[src/pcsa_params.svh]
`ifndef PCSA_PARAMS_SVH
`define PCSA_PARAMS_SVH
// ==========================================================
// clock and timing
`define PCSA_CLK_NS 40
`define PCSA_PWR_TRANS_NS 1000
`define PCSA_PWR_TRANS_CYC ((`PCSA_PWR_TRANS_NS + `PCSA_CLK_NS - 1) / `PCSA_CLK_NS)
`define PCSA_IDLE_US 5000
`define PCSA_IDLE_CYC (`PCSA_IDLE_US * 1000 / `PCSA_CLK_NS)
// ==========================================================
// attribute space map
`define PCSA_CFG_BASE 11'h200
`define PCSA_CCSR_ADDR 11'h202
`define PCSA_PRR_ADDR 11'h204
// ==========================================================
// status register fields
`define PCSA_CCSR_RST 8'h00
`define PCSA_CCSR_CHG 7
`define PCSA_CCSR_SIGEN 6
`define PCSA_CCSR_IO8 5
`define PCSA_CCSR_PWR 2
`define PCSA_CCSR_INT 1
// ==========================================================
// pin event register fields
`define PCSA_PRR_RST 8'h0C
`define PCSA_PRR_RCHG 5
`define PCSA_PRR_WCHG 4
`define PCSA_PRR_RDY 1
`define PCSA_PRR_WP 0
`endif

[src/pcsa_pkg.sv]
package pcsa_pkg;
    // host strobes and address sampled each cycle
    typedef struct packed {
        logic reg_select_n;
        logic low_lane_enable_n;
        logic high_lane_enable_n;
        logic out_enable_n;
        logic write_enable_n;
        logic io_read_strobe_n;
        logic io_write_strobe_n;
        logic [10:0] addr;
    } pcsa_bus_t;

    // power state, gray coded around the loop
    typedef enum logic [1:0] {
        PCSA_ACTIVE = 2'b00,
        PCSA_TO_SAVE = 2'b01,
        PCSA_SAVE = 2'b11,
        PCSA_TO_ACTIVE = 2'b10
    } pcsa_pwr_t;
endpackage

[src/pcsa_lane_steer.sv]
module pcsa_lane_steer
    import pcsa_pkg::*;
(
    // lane selects
    input wire logic low_lane_enable_n,
    input wire logic high_lane_enable_n,
    input wire logic a0,
    // data
    input wire logic [15:0] core_word,
    input wire logic [15:0] pin_word,
    output logic [1:0] lane_en,
    output logic [15:0] to_pins,
    output logic [15:0] to_core,
    output logic [1:0] byte_en
);
    always_comb
    begin
        lane_en = 2'b00;
        to_pins = 16'h0000;
        to_core = 16'h0000;
        byte_en = 2'b00;
        if (!low_lane_enable_n && !high_lane_enable_n)
        begin
            lane_en = 2'b11;
            to_pins = core_word;
            to_core = pin_word;
            byte_en = 2'b11;
        end
        else if (!low_lane_enable_n)
        begin
            // single byte on the low enable always rides the low lane
            lane_en = 2'b01;
            to_pins = {8'h00, a0 ? core_word[15:8] : core_word[7:0]};
            to_core = a0 ? {pin_word[7:0], 8'h00} : {8'h00, pin_word[7:0]};
            byte_en = a0 ? 2'b10 : 2'b01;
        end
        else if (!high_lane_enable_n)
        begin
            lane_en = 2'b10;
            to_pins = {core_word[15:8], 8'h00};
            to_core = {pin_word[15:8], 8'h00};
            byte_en = 2'b10;
        end
    end
endmodule // pcsa_lane_steer

[src/pcsa_port.sv]
`include "pcsa_params.svh"
module pcsa_port
    import pcsa_pkg::*;
#(
    parameter int IDLE_CYCLES = `PCSA_IDLE_CYC,
    parameter int TRANS_CYCLES = `PCSA_PWR_TRANS_CYC
)
(
    // clock and reset
    input wire logic clk,
    input wire logic sys_rst,
    // host bus
    input wire pcsa_bus_t host_bus,
    input wire logic [15:0] data_in,
    output logic [15:0] data_out,
    output logic [1:0] data_oe,
    output logic status_change_n,
    output logic wide_port_n,
    // card core side
    input wire logic io_mode,
    input wire logic int_request,
    input wire logic irq_disable_n,
    input wire logic core_ready,
    input wire logic protect_live,
    input wire logic command_strobe,
    input wire logic [15:0] io_read_word,
    output logic [10:0] io_addr,
    output logic io_write_pulse,
    output logic [1:0] io_byte_en,
    output logic [15:0] io_write_word,
    output logic power_saving,
    output logic power_busy
);
    // ==========================================================
    // decode helpers
    function automatic logic attr_hit(input logic [10:0] a, input logic [10:0] off);
        attr_hit = (a == off);
    endfunction
    function automatic logic attr_sel(input pcsa_bus_t b);
        // even address, low enable, register select
        attr_sel = !b.reg_select_n && !b.low_lane_enable_n && !b.addr[0];
    endfunction

    pcsa_bus_t prev_bus_ff;
    logic [15:0] prev_data_ff;
    logic change_signal_enable_ff;
    logic byte_io_request_ff;
    logic power_save_request_ff;
    logic ready_change_ff;
    logic protect_toggle_flag_ff;
    logic ready_seen_ff;
    logic protect_seen_ff;
    pcsa_pwr_t pwr_ff;
    logic pwr_req_seen_ff;
    logic [$clog2(TRANS_CYCLES+1)-1:0] trans_cnt_ff;
    logic [$clog2(IDLE_CYCLES+1)-1:0] idle_cnt_ff;
    logic int_bit;
    logic ready_bit;
    logic changed;
    logic attr_wr_done;
    logic ccsr_wr;
    logic prr_wr;
    logic io_wr_done;
    logic [7:0] ccsr_rd;
    logic [7:0] prr_rd;
    logic [1:0] lane_en;
    logic [15:0] lane_pins;
    logic [15:0] lane_core;
    logic [1:0] lane_be;
    logic [1:0] wlane_be;
    logic [15:0] wlane_core;

    // ==========================================================
    // status composition
    assign int_bit = int_request && irq_disable_n;
    assign ready_bit = io_mode ? int_bit : (core_ready && !power_busy);
    assign changed = ready_change_ff || protect_toggle_flag_ff;
    assign ccsr_rd = {changed, change_signal_enable_ff, byte_io_request_ff, 2'b00,
                      power_save_request_ff, int_bit, 1'b0};
    // protect switch absent: its bit is hard zero
    assign prr_rd = {2'b00, ready_change_ff, protect_toggle_flag_ff, 2'b11, ready_bit, 1'b0};

    // ==========================================================
    // write capture on the trailing edge of the strobe
    always_ff @(posedge clk or posedge sys_rst)
    begin
        if (sys_rst)
        begin
            prev_bus_ff <= '1;
            prev_data_ff <= 16'h0000;
        end
        else
        begin
            prev_bus_ff <= host_bus;
            prev_data_ff <= data_in;
        end
    end

    // data still valid in the last asserted sample
    assign attr_wr_done = !prev_bus_ff.write_enable_n && host_bus.write_enable_n && attr_sel(prev_bus_ff);
    // info area (a10 = a9 = 0) never matches a register, so its writes vanish
    assign ccsr_wr = attr_wr_done && attr_hit(prev_bus_ff.addr, `PCSA_CCSR_ADDR);
    assign prr_wr = attr_wr_done && attr_hit(prev_bus_ff.addr, `PCSA_PRR_ADDR);
    assign io_wr_done = !prev_bus_ff.io_write_strobe_n && host_bus.io_write_strobe_n
                        && !prev_bus_ff.reg_select_n && io_mode;

    // ==========================================================
    // status register
    always_ff @(posedge clk or posedge sys_rst)
    begin
        if (sys_rst)
        begin
            change_signal_enable_ff <= 1'(`PCSA_CCSR_RST >> `PCSA_CCSR_SIGEN);
            byte_io_request_ff <= 1'(`PCSA_CCSR_RST >> `PCSA_CCSR_IO8);
            power_save_request_ff <= 1'(`PCSA_CCSR_RST >> `PCSA_CCSR_PWR);
        end
        else if (ccsr_wr)
        begin
            // written bits 7 and 1 have no storage
            change_signal_enable_ff <= prev_data_ff[`PCSA_CCSR_SIGEN];
            byte_io_request_ff <= prev_data_ff[`PCSA_CCSR_IO8];
            power_save_request_ff <= prev_data_ff[`PCSA_CCSR_PWR];
        end
    end

    // ==========================================================
    // change flags: hardware set beats host write
    always_ff @(posedge clk or posedge sys_rst)
    begin
        if (sys_rst)
        begin
            ready_change_ff <= 1'b0;
            protect_toggle_flag_ff <= 1'b0;
            ready_seen_ff <= 1'b0;
            protect_seen_ff <= 1'b0;
        end
        else
        begin
            ready_seen_ff <= ready_bit;
            protect_seen_ff <= protect_live;
            if (ready_bit != ready_seen_ff)
                ready_change_ff <= 1'b1;
            else if (prr_wr && prev_data_ff[`PCSA_PRR_RDY])
                ready_change_ff <= prev_data_ff[`PCSA_PRR_RCHG];
            if (protect_live != protect_seen_ff)
                protect_toggle_flag_ff <= 1'b1;
            else if (prr_wr && prev_data_ff[`PCSA_PRR_WP])
                protect_toggle_flag_ff <= prev_data_ff[`PCSA_PRR_WCHG];
        end
    end

    // ==========================================================
    // power state machine
    always_ff @(posedge clk or posedge sys_rst)
    begin
        if (sys_rst)
        begin
            pwr_ff <= PCSA_ACTIVE;
            pwr_req_seen_ff <= 1'b0;
            trans_cnt_ff <= '0;
            idle_cnt_ff <= '0;
        end
        else
        begin
            pwr_req_seen_ff <= power_save_request_ff;
            if (command_strobe || pwr_ff != PCSA_ACTIVE)
                idle_cnt_ff <= '0;
            else if (idle_cnt_ff != IDLE_CYCLES[$bits(idle_cnt_ff)-1:0])
                idle_cnt_ff <= idle_cnt_ff + 1'b1;
            if (power_save_request_ff != pwr_req_seen_ff)
            begin
                // any change of the bit restarts a busy transition
                pwr_ff <= power_save_request_ff ? PCSA_TO_SAVE : PCSA_TO_ACTIVE;
                trans_cnt_ff <= TRANS_CYCLES[$bits(trans_cnt_ff)-1:0];
            end
            else
            begin
                case (pwr_ff)
                    PCSA_ACTIVE:
                        if (idle_cnt_ff == IDLE_CYCLES[$bits(idle_cnt_ff)-1:0] && !command_strobe)
                        begin
                            pwr_ff <= PCSA_TO_SAVE;
                            trans_cnt_ff <= TRANS_CYCLES[$bits(trans_cnt_ff)-1:0];
                        end
                    PCSA_SAVE:
                        if (command_strobe)
                        begin
                            pwr_ff <= PCSA_TO_ACTIVE;
                            trans_cnt_ff <= TRANS_CYCLES[$bits(trans_cnt_ff)-1:0];
                        end
                    PCSA_TO_SAVE, PCSA_TO_ACTIVE:
                        if (trans_cnt_ff <= 1)
                            pwr_ff <= (pwr_ff == PCSA_TO_SAVE) ? PCSA_SAVE : PCSA_ACTIVE;
                        else
                            trans_cnt_ff <= trans_cnt_ff - 1'b1;
                    default:
                        pwr_ff <= PCSA_ACTIVE;
                endcase
            end
        end
    end

    assign power_busy = (pwr_ff == PCSA_TO_SAVE) || (pwr_ff == PCSA_TO_ACTIVE);
    assign power_saving = (pwr_ff == PCSA_SAVE);

    // ==========================================================
    // io lane steering
    pcsa_lane_steer u_rd_steer (
        .low_lane_enable_n(host_bus.low_lane_enable_n),
        .high_lane_enable_n(host_bus.high_lane_enable_n),
        .a0(host_bus.addr[0]),
        .core_word(io_read_word),
        .pin_word(16'h0000),
        .lane_en(lane_en),
        .to_pins(lane_pins),
        .to_core(lane_core),
        .byte_en(lane_be)
    );
    pcsa_lane_steer u_wr_steer (
        .low_lane_enable_n(prev_bus_ff.low_lane_enable_n),
        .high_lane_enable_n(prev_bus_ff.high_lane_enable_n),
        .a0(prev_bus_ff.addr[0]),
        .core_word(16'h0000),
        .pin_word(prev_data_ff),
        .lane_en(),
        .to_pins(),
        .to_core(wlane_core),
        .byte_en(wlane_be)
    );

    // ==========================================================
    // registered pin and core outputs
    always_ff @(posedge clk or posedge sys_rst)
    begin
        if (sys_rst)
        begin
            data_out <= 16'h0000;
            data_oe <= 2'b00;
            status_change_n <= 1'b1;
            wide_port_n <= 1'b1;
            io_addr <= 11'h000;
            io_write_pulse <= 1'b0;
            io_byte_en <= 2'b00;
            io_write_word <= 16'h0000;
        end
        else
        begin
            data_out <= 16'h0000;
            data_oe <= 2'b00;
            if (attr_sel(host_bus) && !host_bus.out_enable_n && host_bus.write_enable_n)
            begin
                // odd lane left undriven on word reads
                data_oe <= 2'b01;
                if (attr_hit(host_bus.addr, `PCSA_CCSR_ADDR))
                    data_out <= {8'h00, ccsr_rd};
                else if (attr_hit(host_bus.addr, `PCSA_PRR_ADDR))
                    data_out <= {8'h00, prr_rd};
            end
            else if (io_mode && !host_bus.reg_select_n && !host_bus.io_read_strobe_n)
            begin
                data_oe <= lane_en;
                data_out <= lane_pins;
            end
            status_change_n <= !(io_mode && change_signal_enable_ff && changed);
            wide_port_n <= !(io_mode && !host_bus.reg_select_n
                             && !(host_bus.low_lane_enable_n && host_bus.high_lane_enable_n));
            if (io_mode && !host_bus.reg_select_n)
                io_addr <= host_bus.addr;
            io_write_pulse <= io_wr_done;
            if (io_wr_done)
            begin
                io_byte_en <= wlane_be;
                io_write_word <= wlane_core;
            end
        end
    end
endmodule // pcsa_port
[config.mk]
export PLATFORM = sky130hd
export DESIGN_NAME = pcsa_port
export DESIGN_NICKNAME = d
export VERILOG_FILES = /design/src/pcsa_pkg.sv /design/src/pcsa_lane_steer.sv /design/src/pcsa_port.sv
export VERILOG_INCLUDE_DIRS = /design/src /design/src/src
export SDC_FILE = /design/constraint.sdc
export NUM_CORES = 1
export LEC_CHECK = 0
export BUFFER_PORTS_ARGS = -buffer_cell sky130_fd_sc_hd__buf_2
export CORE_MARGIN = 10
export CORE_UTILIZATION = 57
export DETAILED_ROUTE_END_ITERATION = 10
export GPL_TIMING_DRIVEN = 1
export PLACE_DENSITY = 0.9
export SKIP_LAST_GASP = 1
export SYNTH_ARGS = -nofsm -noshare
export SYNTH_HDL_FRONTEND = slang
export SYNTH_SLANG_ARGS = --single-unit
[constraint.sdc]
create_clock -name clk -period 7.4 [get_ports clk]
set_input_delay 1.11 -clock clk [delete_from_list [all_inputs] [get_ports clk]]
set_output_delay 1.11 -clock clk [all_outputs]
set_load 0.01 [all_outputs]
==> out/qor.yml, run 1 <==
status: "finished clean"
final_nets: 556
power_density_nw_per_um2: 314
synthTopCellsByCount: "dfrtp_1, nor2_1, nand2_1"
cts_resized: 0
io-pin-count: 110
cap_violations: 0
wl_per_cell_um: 20.0
synth_warnings: 0
grt_pass1_vias: 3930
grt_max_degree: 70
holdCritPathClass: "register to register"
startpoint: "pwr_ff[0]$_DFFE_PP0P_"
cts_buffers: 17
r2r-start: "prev_bus_ff[11]$_DFF_PP1_"
critPathArrivalTime_ns: 1.51
cp-endpoint: "power_busy"
syn_nets: 435
critPathLaunchType: "register"
clockBufferDepth: 2
dieArea_um2: 12100
internal-power_uw: 1320
netlist_area_um2: 4610
skew_ns: 0.00594
reg2reg_depth: 3
rrSetupSlack_ns: 5.25
first_pass_iters: 4
clock-sinks: 114
antenna_found_initial: 1
ys.flop_type: "dfrtp_1"
cts-root-buf: "clkbuf_8"
cts_tree: "yes"
critical_path_class: "register to primary output"
worst_pin_slew_ns: 0.898
layout-drive-gt1-share: 0.366
period_needed_ns: 2.62
rsz0062_at_grt: "no"
yosysTopAreaCell: "dfrtp_1"
grt_first_pass_wirelength_mm: 19.6
critPathMaxFanout: 5
io_buffers: 109
viasPerCell: 5.80
core_um2: 7810
ant_nets: 0
die_height_um: 110
via_count: 3507
synth-edff-count: 0
ys_seq_area_frac: 0.624
r2r_end: "io_write_word[2]$_DFFE_PP0P_"
hold_violations: 0
p_leak_uw: 0.00282
antenna_cells: 0
synth_cell_types: 54
clockPowerShare: 0.425
peakVddDrop_mv: 0.180
async_flop_share: 1.00
p_sw_frac: 0.281
required_ns: 6.29
clkTransAtPathRegs_ns: 0.06
synth_top_area_share: 0.521
setup_tns_ns: 0
setup_violations: 0
drc_errors: 0
cts.hold.buffers_added: 0
gp_congestion: 0.792
rows: 32
pwr-share-seq: 0.395
hpwl_mm: 8.31
p_switching_uw: 515
synth.most_common_cell: "dfrtp_1"
max_freq_ghz: 0.382
grt_overflow: 0
fin_crit_sh: 0.354
initial_core_util: 0.590
fin_util: 0.748
clk_latency_ns: 0.52
synthToLayoutAreaGrowth_pct: 26.7
grt_use_total: 0.211
drt_iter0_markers: 214
synth_seq_cells: 114
yosys-top-cells-area: "dfrtp_1, dfstp_2, mux2_2, nor2_1, ha_1"
die_x_um: 110
syn_inst: 369
synth.avg_cell_area_um2: 12.5
wirelength_mm: 12.1
max_slew_margin: 0.396
comb_power_share: 0.180
maxSlewViolCount: 0
cts_setup_buffers: 0
htree_levels: 4
cp-end-kind: "primary output"
==> area by class of cell <==
cell class	count	area, µm²
fill	447	1970
multi-input combinational	233	1650
inverter	14	55.1
timing repair buffer	110	553
tap	102	128
sequential	114	2880
clock inverter	13	136
clock buffer	19	442
==> cells by family (layout without fill, tap and decap cells) <==
family	count (synthesis)	after routing	synth area share
flip-flops	114	114	0.624
buffers and inverters	22	156	0.0179
adder cells (fa/ha/maj)	10	10	0.0261
multiplexers	25	25	0.0584
AND/OR/NAND/NOR	123	123	0.152
AO/OA/AOI/OAI	59	59	0.0915
XOR/XNOR	16	16	0.0304
==> state kept, by name (all words and copies together) (netlist names), 5 cells and up <==
name,flops
io_write_word,16
prev_data_ff,16
trans_cnt_ff,5
io_addr,11
data_out,16
idle_cnt_ff,17
prev_bus_ff,16
==> worst min-delay path by stage <==
stage / start / end / cells past startpoint
floorplan: change_signal_enable_ff$_DFFE_PP0P_ / status_change_n$_DFF_PP1_ / 1
global placement: protect_seen_ff$_DFF_PP0_ / protect_toggle_flag_ff$_DFFE_PP0P_ / 2
detailed placement: io_byte_en[0]$_DFFE_PP0P_ / io_byte_en[0]$_DFFE_PP0P_ / 1
CTS: io_byte_en[0]$_DFFE_PP0P_ / io_byte_en[0]$_DFFE_PP0P_ / 1
global route: io_byte_en[0]$_DFFE_PP0P_ / io_byte_en[0]$_DFFE_PP0P_ / 1
finish: io_byte_en[0]$_DFFE_PP0P_ / io_byte_en[0]$_DFFE_PP0P_ / 1
==> metal layers <==
metal | GRT usage | share of wire | vias to the layer above
met5 | 0 | 0.0012 | -
met4 | 0.0948 | 0.028 | 2
li1 | - | - | 1563
met1 | 0.219 | 0.36 | 1748
met2 | 0.363 | 0.53 | 161
met3 | 0.0925 | 0.084 | 33
==> critical path, cell delays in order (launching register included) <==
cell     delay [ns]
dfrtp_1        0.37
inv_1          0.09
ha_1           0.36
buf_2          0.17
==> stage by stage <==
step,power (µW),hold slack [ns],setup slack [ns],instance area (µm²),instances
after floorplan,940,0.432,3.30,4610,369
after global placement,1030,0.469,4.58,5260,573
after detailed placement,1060,0.461,4.47,5260,573
after CTS,1840,0.491,4.77,5840,605
after global routing,1910,0.506,4.69,5840,605
final,1830,0.491,4.78,5840,605
==> power by group through the flow <==
| stage | registers, µW | clock network (µW) | logic, µW |
|---|---|---|---|
| after floorplan | 739 | 0 | 201 |
| after global placement | 730 | 0 | 302 |
| after detailed placement | 734 | 0 | 325 |
| after CTS | 724 | 785 | 331 |
| after global routing | 732 | 816 | 363 |
| final | 725 | 780 | 330 |
==> cell usage in the layout, fill, tap and decap left out, types with 2 or more instances in the layout <==
master / count
a21o_1: 3
a21oi_1: 10
a221oi_1: 8
a22o_1: 8
and2_1: 10
and4_1: 2
and4b_1: 2
buf_2: 109
bufinv_16: 2
clkbuf_16: 16
clkbuf_8: 3
clkinv_2: 4
clkinv_4: 3
clkinvlp_4: 4
dfrtp_1: 96
dfstp_2: 18
ha_1: 8
inv_1: 13
maj3_1: 2
mux2_2: 15
mux2i_1: 10
nand2_1: 21
nand2b_1: 5
nand3_1: 11
nand4_1: 6
nor2_1: 39
nor3_1: 3
nor4_1: 5
nor4b_4: 2
o211ai_1: 2
o21ai_0: 12
o21bai_1: 3
o41ai_1: 2
or3_1: 4
xnor2_1: 7
xor2_1: 9
Power figures use the tool's default switching activity.
==> inputs of run 2 (changes only) <==
- CORE_UTILIZATION: 57 -> 53
- PLACE_DENSITY: 0.9 -> 0.85
- clock period: 7.4 -> 2.6 ns (I/O delays scaled with it)
==> run 2 against run 1 <==
Critical path type is now register to register. Largest cell class unchanged. Total power increased to 2.9 times the previous value. Sequential share of layout area is 2.3 points lower. First-iteration DRC count increased by 36%. Sequential power increased to 2.9 times the previous value. Die area rose by 6.2%. Critical path depth rose by 4. Clock-buffer cell count rose by 4.
==> out/qor.yml, run 2 (synthesis gave the netlist of run 1 again) <==
period_needed_ns: 2.09
drc_errors: 0  # unchanged
critPathArrivalTime_ns: 2.47  # +0.96 ns
gp_congestion: 0.890  # +12%
final_nets: 587  # +5.6%
clockBufferDepth: 2  # unchanged
critPathMaxFanout: 6  # +1
setup_violations: 0  # unchanged
p_leak_uw: 0.00293  # +4.2%
first_pass_iters: 5  # +1
layout_commonest_cell: "buf_2"
setup_tns_ns: 0  # unchanged
critical_path_class: "register to register"
skew_ns: 0.0152  # +0.00925 ns
antenna_found_initial: 0  # -1
hold_violations: 0  # unchanged
cts_resized: 0  # unchanged
clock-sinks: 114  # unchanged
critPathLaunchType: "register"
largest-register: "idle_cnt_ff"
peakVddDrop_mv: 0.521  # +190%
grt_pass1_vias: 3935  # +0.13%
synthToLayoutAreaGrowth_pct: 33.0
grt_first_pass_wirelength_mm: 20.1  # +2.9%
status: "finished clean"
cts_buffers: 17  # unchanged
crit_buf_inv: 1  # -1
holdCritPathClass: "input pin to register"
crit_path_cell_trace: "inv_1, ha_1, and4b_1, nand4_4, a211o_2, mux2i_1, maj3_1"
die_x_um: 113  # +3.0%
initial_core_util: 0.552  # -0.0377
worst_pin_slew_ns: 0.931  # +0.0331 ns
layout-drive-gt1-share: 0.346  # -0.0194
core_um2: 8340  # +6.8%
clk_latency_ns: 0.51  # about the same
dieArea_um2: 12800  # +6.2%
rsz0062_at_grt: "no"
grt_overflow: 0  # unchanged
ant_nets: 0  # unchanged
via_count: 3548  # +1.2%
power_density_nw_per_um2: 858  # +170%
rows: 33  # +3.1%
cpMaxStageDelayCell: "dfrtp_1"
htree_levels: 4  # unchanged
clkTransAtPathRegs_ns: 0.06  # about the same
cp_top_family: "adder cells"
grt_max_degree: 66  # -5.7%
max_slew_margin: 0.378  # -0.0182
required_ns: 2.98  # -3.31 ns
dp.cells: 581  # +1.4%
cts_tree: "yes"
wirelength_mm: 12.5  # +3.3%
cp-end-kind: "register"
fin_crit_sh: 0.803
die_height_um: 113  # +3.0%
layout_common_cells: "buf_2, dfrtp_1, nor2_1"
max_freq_ghz: 0.479
drt_iter0_markers: 292  # +36%
wl_per_cell_um: 19.6  # -2.2%
antenna_cells: 0  # unchanged
cts_setup_buffers: 0  # unchanged
maxSlewViolCount: 0  # unchanged
largest_register_ffs: 17  # unchanged
viasPerCell: 5.55  # -4.2%
io-pin-count: 110  # unchanged
grt_use_total: 0.199  # -0.0125
cap_violations: 0  # unchanged
stdcell_count: 639  # +5.6%
slowest_delay_ns: 0.40  # +0.03 ns
cts-root-buf: "clkbuf_8"
io_buffers: 109  # unchanged
hpwl_mm: 8.16  # -1.7%
==> run 2: cell types whose count changed in the layout (fill, tap and decap cells not counted), sizes merged <==
cell / change
clkinv: -4
buf: +5
clkinvlp: +1
clkbuf: +4
inv: -1
dlygate4sd3: +26
==> run 2: final cells by class <==
type,count,area (µm²)
clock buffers,23,457
clock inverters,9,109
fillers,544,2210
inverters,14,56.3
multi-input cells,233,1650
flip-flops and latches,114,2880
well taps,105,131
repair buffers,141,851
==> run 2: what timing repair did <==
item                                   CTS  global route
setup endpoints to repair                0             0
hold buffers                            26             0
endpoints found under the hold margin   26             0
==> run 2: metal layers <==
metal / vias up / global-route usage / wire [µm]
met2: 135 / 0.356 / 6790
li1: 1622 / - / -
met1: 1770 / 0.202 / 4530
met4: 0 / 0.0812 / 266
met5: - / 0 / 0
met3: 21 / 0.0766 / 916
==> run 2: worst reg2reg max path, cell delays in order, from the launching register on <==
cell and delay (ns):
dfrtp_1 0.40, inv_1 0.09, ha_1 0.16, and4b_1 0.25
nand4_4 0.16, a211o_2 0.39, mux2i_1 0.14, maj3_1 0.37
==> run 2: per-stage QoR <==
step           hold WS (ns)  setup slack (ns)  cell area (µm²)   util  power (µW)
6_report             0.0189             0.511             6130  0.735        5260
4_1_cts             0.00133             0.506             6130  0.735        5250
5_1_grt             0.00134             0.415             6130  0.735        5470
2_1_floorplan         0.394             0.687             4610      -        2680
3_5_place_dp          0.466             0.537             5300  0.636        3010
3_3_place_gp          0.457             0.639             5300  0.636        2940
==> run 2: power by group <==
part	total (µW)	internal [µW]	switching, µW	leakage [µW]
sequential	2070	1950	117	0.00140
combinational	979	431	547	0.00127
clock	2210	1410	802	0.000264
total	5260	3790	1470	0.00293
==> run 2: final timing paths <==
kind,from,endpoint,slack (ns),cells past startpoint
worst max-delay path,idle_cnt_ff[0]$_DFFE_PP0P_,pwr_ff[1]$_DFFE_PP0P_,0.51,7
worst min-delay path,host_bus[2],prev_bus_ff[2]$_DFF_PP1_,0.02,1
worst max register to register,idle_cnt_ff[0]$_DFFE_PP0P_,pwr_ff[1]$_DFFE_PP0P_,0.51,7
worst min register to register,change_signal_enable_ff$_DFFE_PP0P_,status_change_n$_DFF_PP1_,0.48,1
max in group asynchronous,sys_rst,byte_io_request_ff$_DFFE_PP0P_,1.92,3
min in group asynchronous,sys_rst,io_write_pulse$_DFF_PP0_,0.08,3
==> inputs of run 3 (changes only) <==
- clock period: 2.6 -> 2 ns (I/O delays scaled with it)
==> run 3 against run 2 <==
Final cell count rose by 3.3%. Non-clock buffer count grew 21. First-iteration DRC count shrank 31%. Clock-buffer cell count is 5 lower. Highest routed layer unchanged. Flip-flop and latch count unchanged. Critical path type unchanged.
==> out/qor.yml, run 3 (synthesis gave the netlist of run 1 again) <==
slowest_delay_ns: 0.50  # +0.10 ns
layout_commonest_cell: "buf_2"
clockPowerShare: 0.417  # -0.004
skew_ns: 0.0116  # -0.00360 ns
synthToLayoutAreaGrowth_pct: 38.6
comb_power_share: 0.197  # +0.011
final_nets: 608  # +3.6%
largest-register: "idle_cnt_ff"
drt_iter0_markers: 201  # -31%
max_freq_ghz: 0.513  # +7.2%
dp.cells: 585  # +0.69%
fin_util: 0.765  # +0.0306
setup_violations: 0  # unchanged
grt_use_total: 0.203  # +0.00403
via_count: 3659  # +3.1%
io-pin-count: 110  # unchanged
gp_congestion: 0.826  # -7.2%
die_height_um: 113  # unchanged
rsz0062_at_grt: "yes"
cpMaxStageDelayCell: "or4_1"
pwr-share-seq: 0.386  # -0.007
design_area_um2: 6380  # +4.2%
clkTransAtPathRegs_ns: 0.06  # about the same
grt_first_pass_wirelength_mm: 20.7  # +2.7%
crit_path_cell_trace: "inv_1, ha_1, mux2_2, a21o_1, or4_1, a21oi_1"
drc_errors: 0  # unchanged
wirelength_mm: 13.0  # +4.1%
hold_violations: 0  # unchanged
critical_path_class: "register to register"
htree_levels: 4  # unchanged
critPathArrivalTime_ns: 2.39  # -0.08 ns
io_buffers: 109  # unchanged
internal-power_uw: 4970  # +31%
dieArea_um2: 12800  # unchanged
clock-sinks: 114  # unchanged
ant_nets: 0  # unchanged
first_pass_iters: 4  # -1
rows: 33  # unchanged
max_slew_margin: 0.498  # +0.121
cts_buffers: 17  # unchanged
holdCritPathClass: "input pin to register"
die_x_um: 113  # unchanged
layout-drive-gt1-share: 0.359  # +0.0121
clk_latency_ns: 0.53  # +0.02 ns
status: "finished clean"
required_ns: 2.44  # -0.54 ns
p_sw_frac: 0.289  # +0.0100
post_dp_cell_area_um2: 5360  # +1.0%
core_um2: 8340  # unchanged
hpwl_mm: 8.30  # +1.7%
p_leak_uw: 0.00304  # +3.7%
largest_register_ffs: 17  # unchanged
cts-root-buf: "clkbuf_8"
grt_max_degree: 50  # -24%
cts_tree: "yes"
layout_common_cells: "buf_2, dfrtp_1, dlygate4sd3_1"
antenna_found_initial: 0  # unchanged
cp-end-kind: "register"
critPathMaxFanout: 4  # -2
power_density_nw_per_um2: 1100  # +28%
fin_crit_sh: 0.974  # +0.171
antenna_cells: 0  # unchanged
wl_per_cell_um: 19.7  # +0.83%
maxSlewViolCount: 0  # unchanged
worst_pin_slew_ns: 0.749  # -0.182 ns
clockBufferDepth: 2  # unchanged
p_switching_uw: 2020  # +38%
peakVddDrop_mv: 0.873  # +67%
viasPerCell: 5.54  # -0.15%
grt_pass1_vias: 4076  # +3.6%
cap_violations: 0  # unchanged
period_needed_ns: 1.95  # -0.140 ns
critPathLaunchType: "register"
initial_core_util: 0.552  # unchanged
stdcell_count: 660  # +3.3%
power_uw: 6990  # +33%
grt_overflow: 0  # unchanged
run 3: power by group through the flow:
stage,Clock [µW],Combinational (µW),Sequential (µW)
after detailed placement,0,1240,2720
final,2920,1380,2700
after global routing,3050,1510,2710
after floorplan,0,744,2740
after CTS,2940,1320,2680
after global placement,0,1170,2700
run 3: critical path: cells and delay by family (launching register included):
| family | cells | cell delay, ns |
|---|---|---|
| flip-flops | 1 | 0.38 |
| AND/OR/NAND/NOR | 1 | 0.50 |
| adder cells (fa/ha/maj) | 1 | 0.25 |
| multiplexers | 1 | 0.30 |
| AO/OA/AOI/OAI | 2 | 0.36 |
| buffers and inverters | 1 | 0.09 |
run 3: timing repair:
action | 4_1_cts | 5_1_grt
endpoints found under the hold margin | 57 | 0
gates resized for setup | 0 | 6
hold buffers | 41 | 0
endpoints found under the setup margin | 0 | 11
buffers inserted | 0 | 2
run 3: cell type report:
class	instances	area (µm²)
Inverter	14	56.3
Multi-Input combinational cell	233	1680
Sequential cell	114	2880
Clock buffer	18	418
Fill cell	502	1960
Tap cell	105	131
Clock inverter	14	155
Timing Repair Buffer	162	1070
run 3: metal layers:
layer	part of all wire	vias up	GRT usage
li1	-	1661	-
met1	0.36	1834	0.206
met2	0.54	134	0.363
met3	0.075	30	0.0782
met4	0.025	0	0.0829
met5	0	-	0
run 3: through the flow:
step                      hold WS [ns]  setup slack (ns)  setup TNS, ns
after CTS                      0.00216            0.0161              0
after global routing            0.0239           -0.0719         -0.226
after global placement           0.328            0.0730              0
final                           0.0228            0.0520              0
after detailed placement         0.337            0.0325              0
after floorplan                  0.304            0.0871              0
run 3: final timing paths:
path                            depth (start not counted)  slack, ns                          end                           startpoint
worst min register to register                          1       0.47    status_change_n$_DFF_PP1_  change_signal_enable_ff$_DFFE_PP0P_
worst max register to register                          6       0.05  trans_cnt_ff[2]$_DFFE_PP0P_                pwr_ff[0]$_DFFE_PP0P_
worst min-delay path                                    2       0.02       data_out[15]$_DFF_PP0_                     io_read_word[15]
worst max-delay path                                    6       0.05  trans_cnt_ff[2]$_DFFE_PP0P_                pwr_ff[0]$_DFFE_PP0P_
max in group asynchronous                               4       1.01     prev_bus_ff[3]$_DFF_PP1_                              sys_rst
min in group asynchronous                               3       0.34    prev_data_ff[7]$_DFF_PP0_                              sys_rst
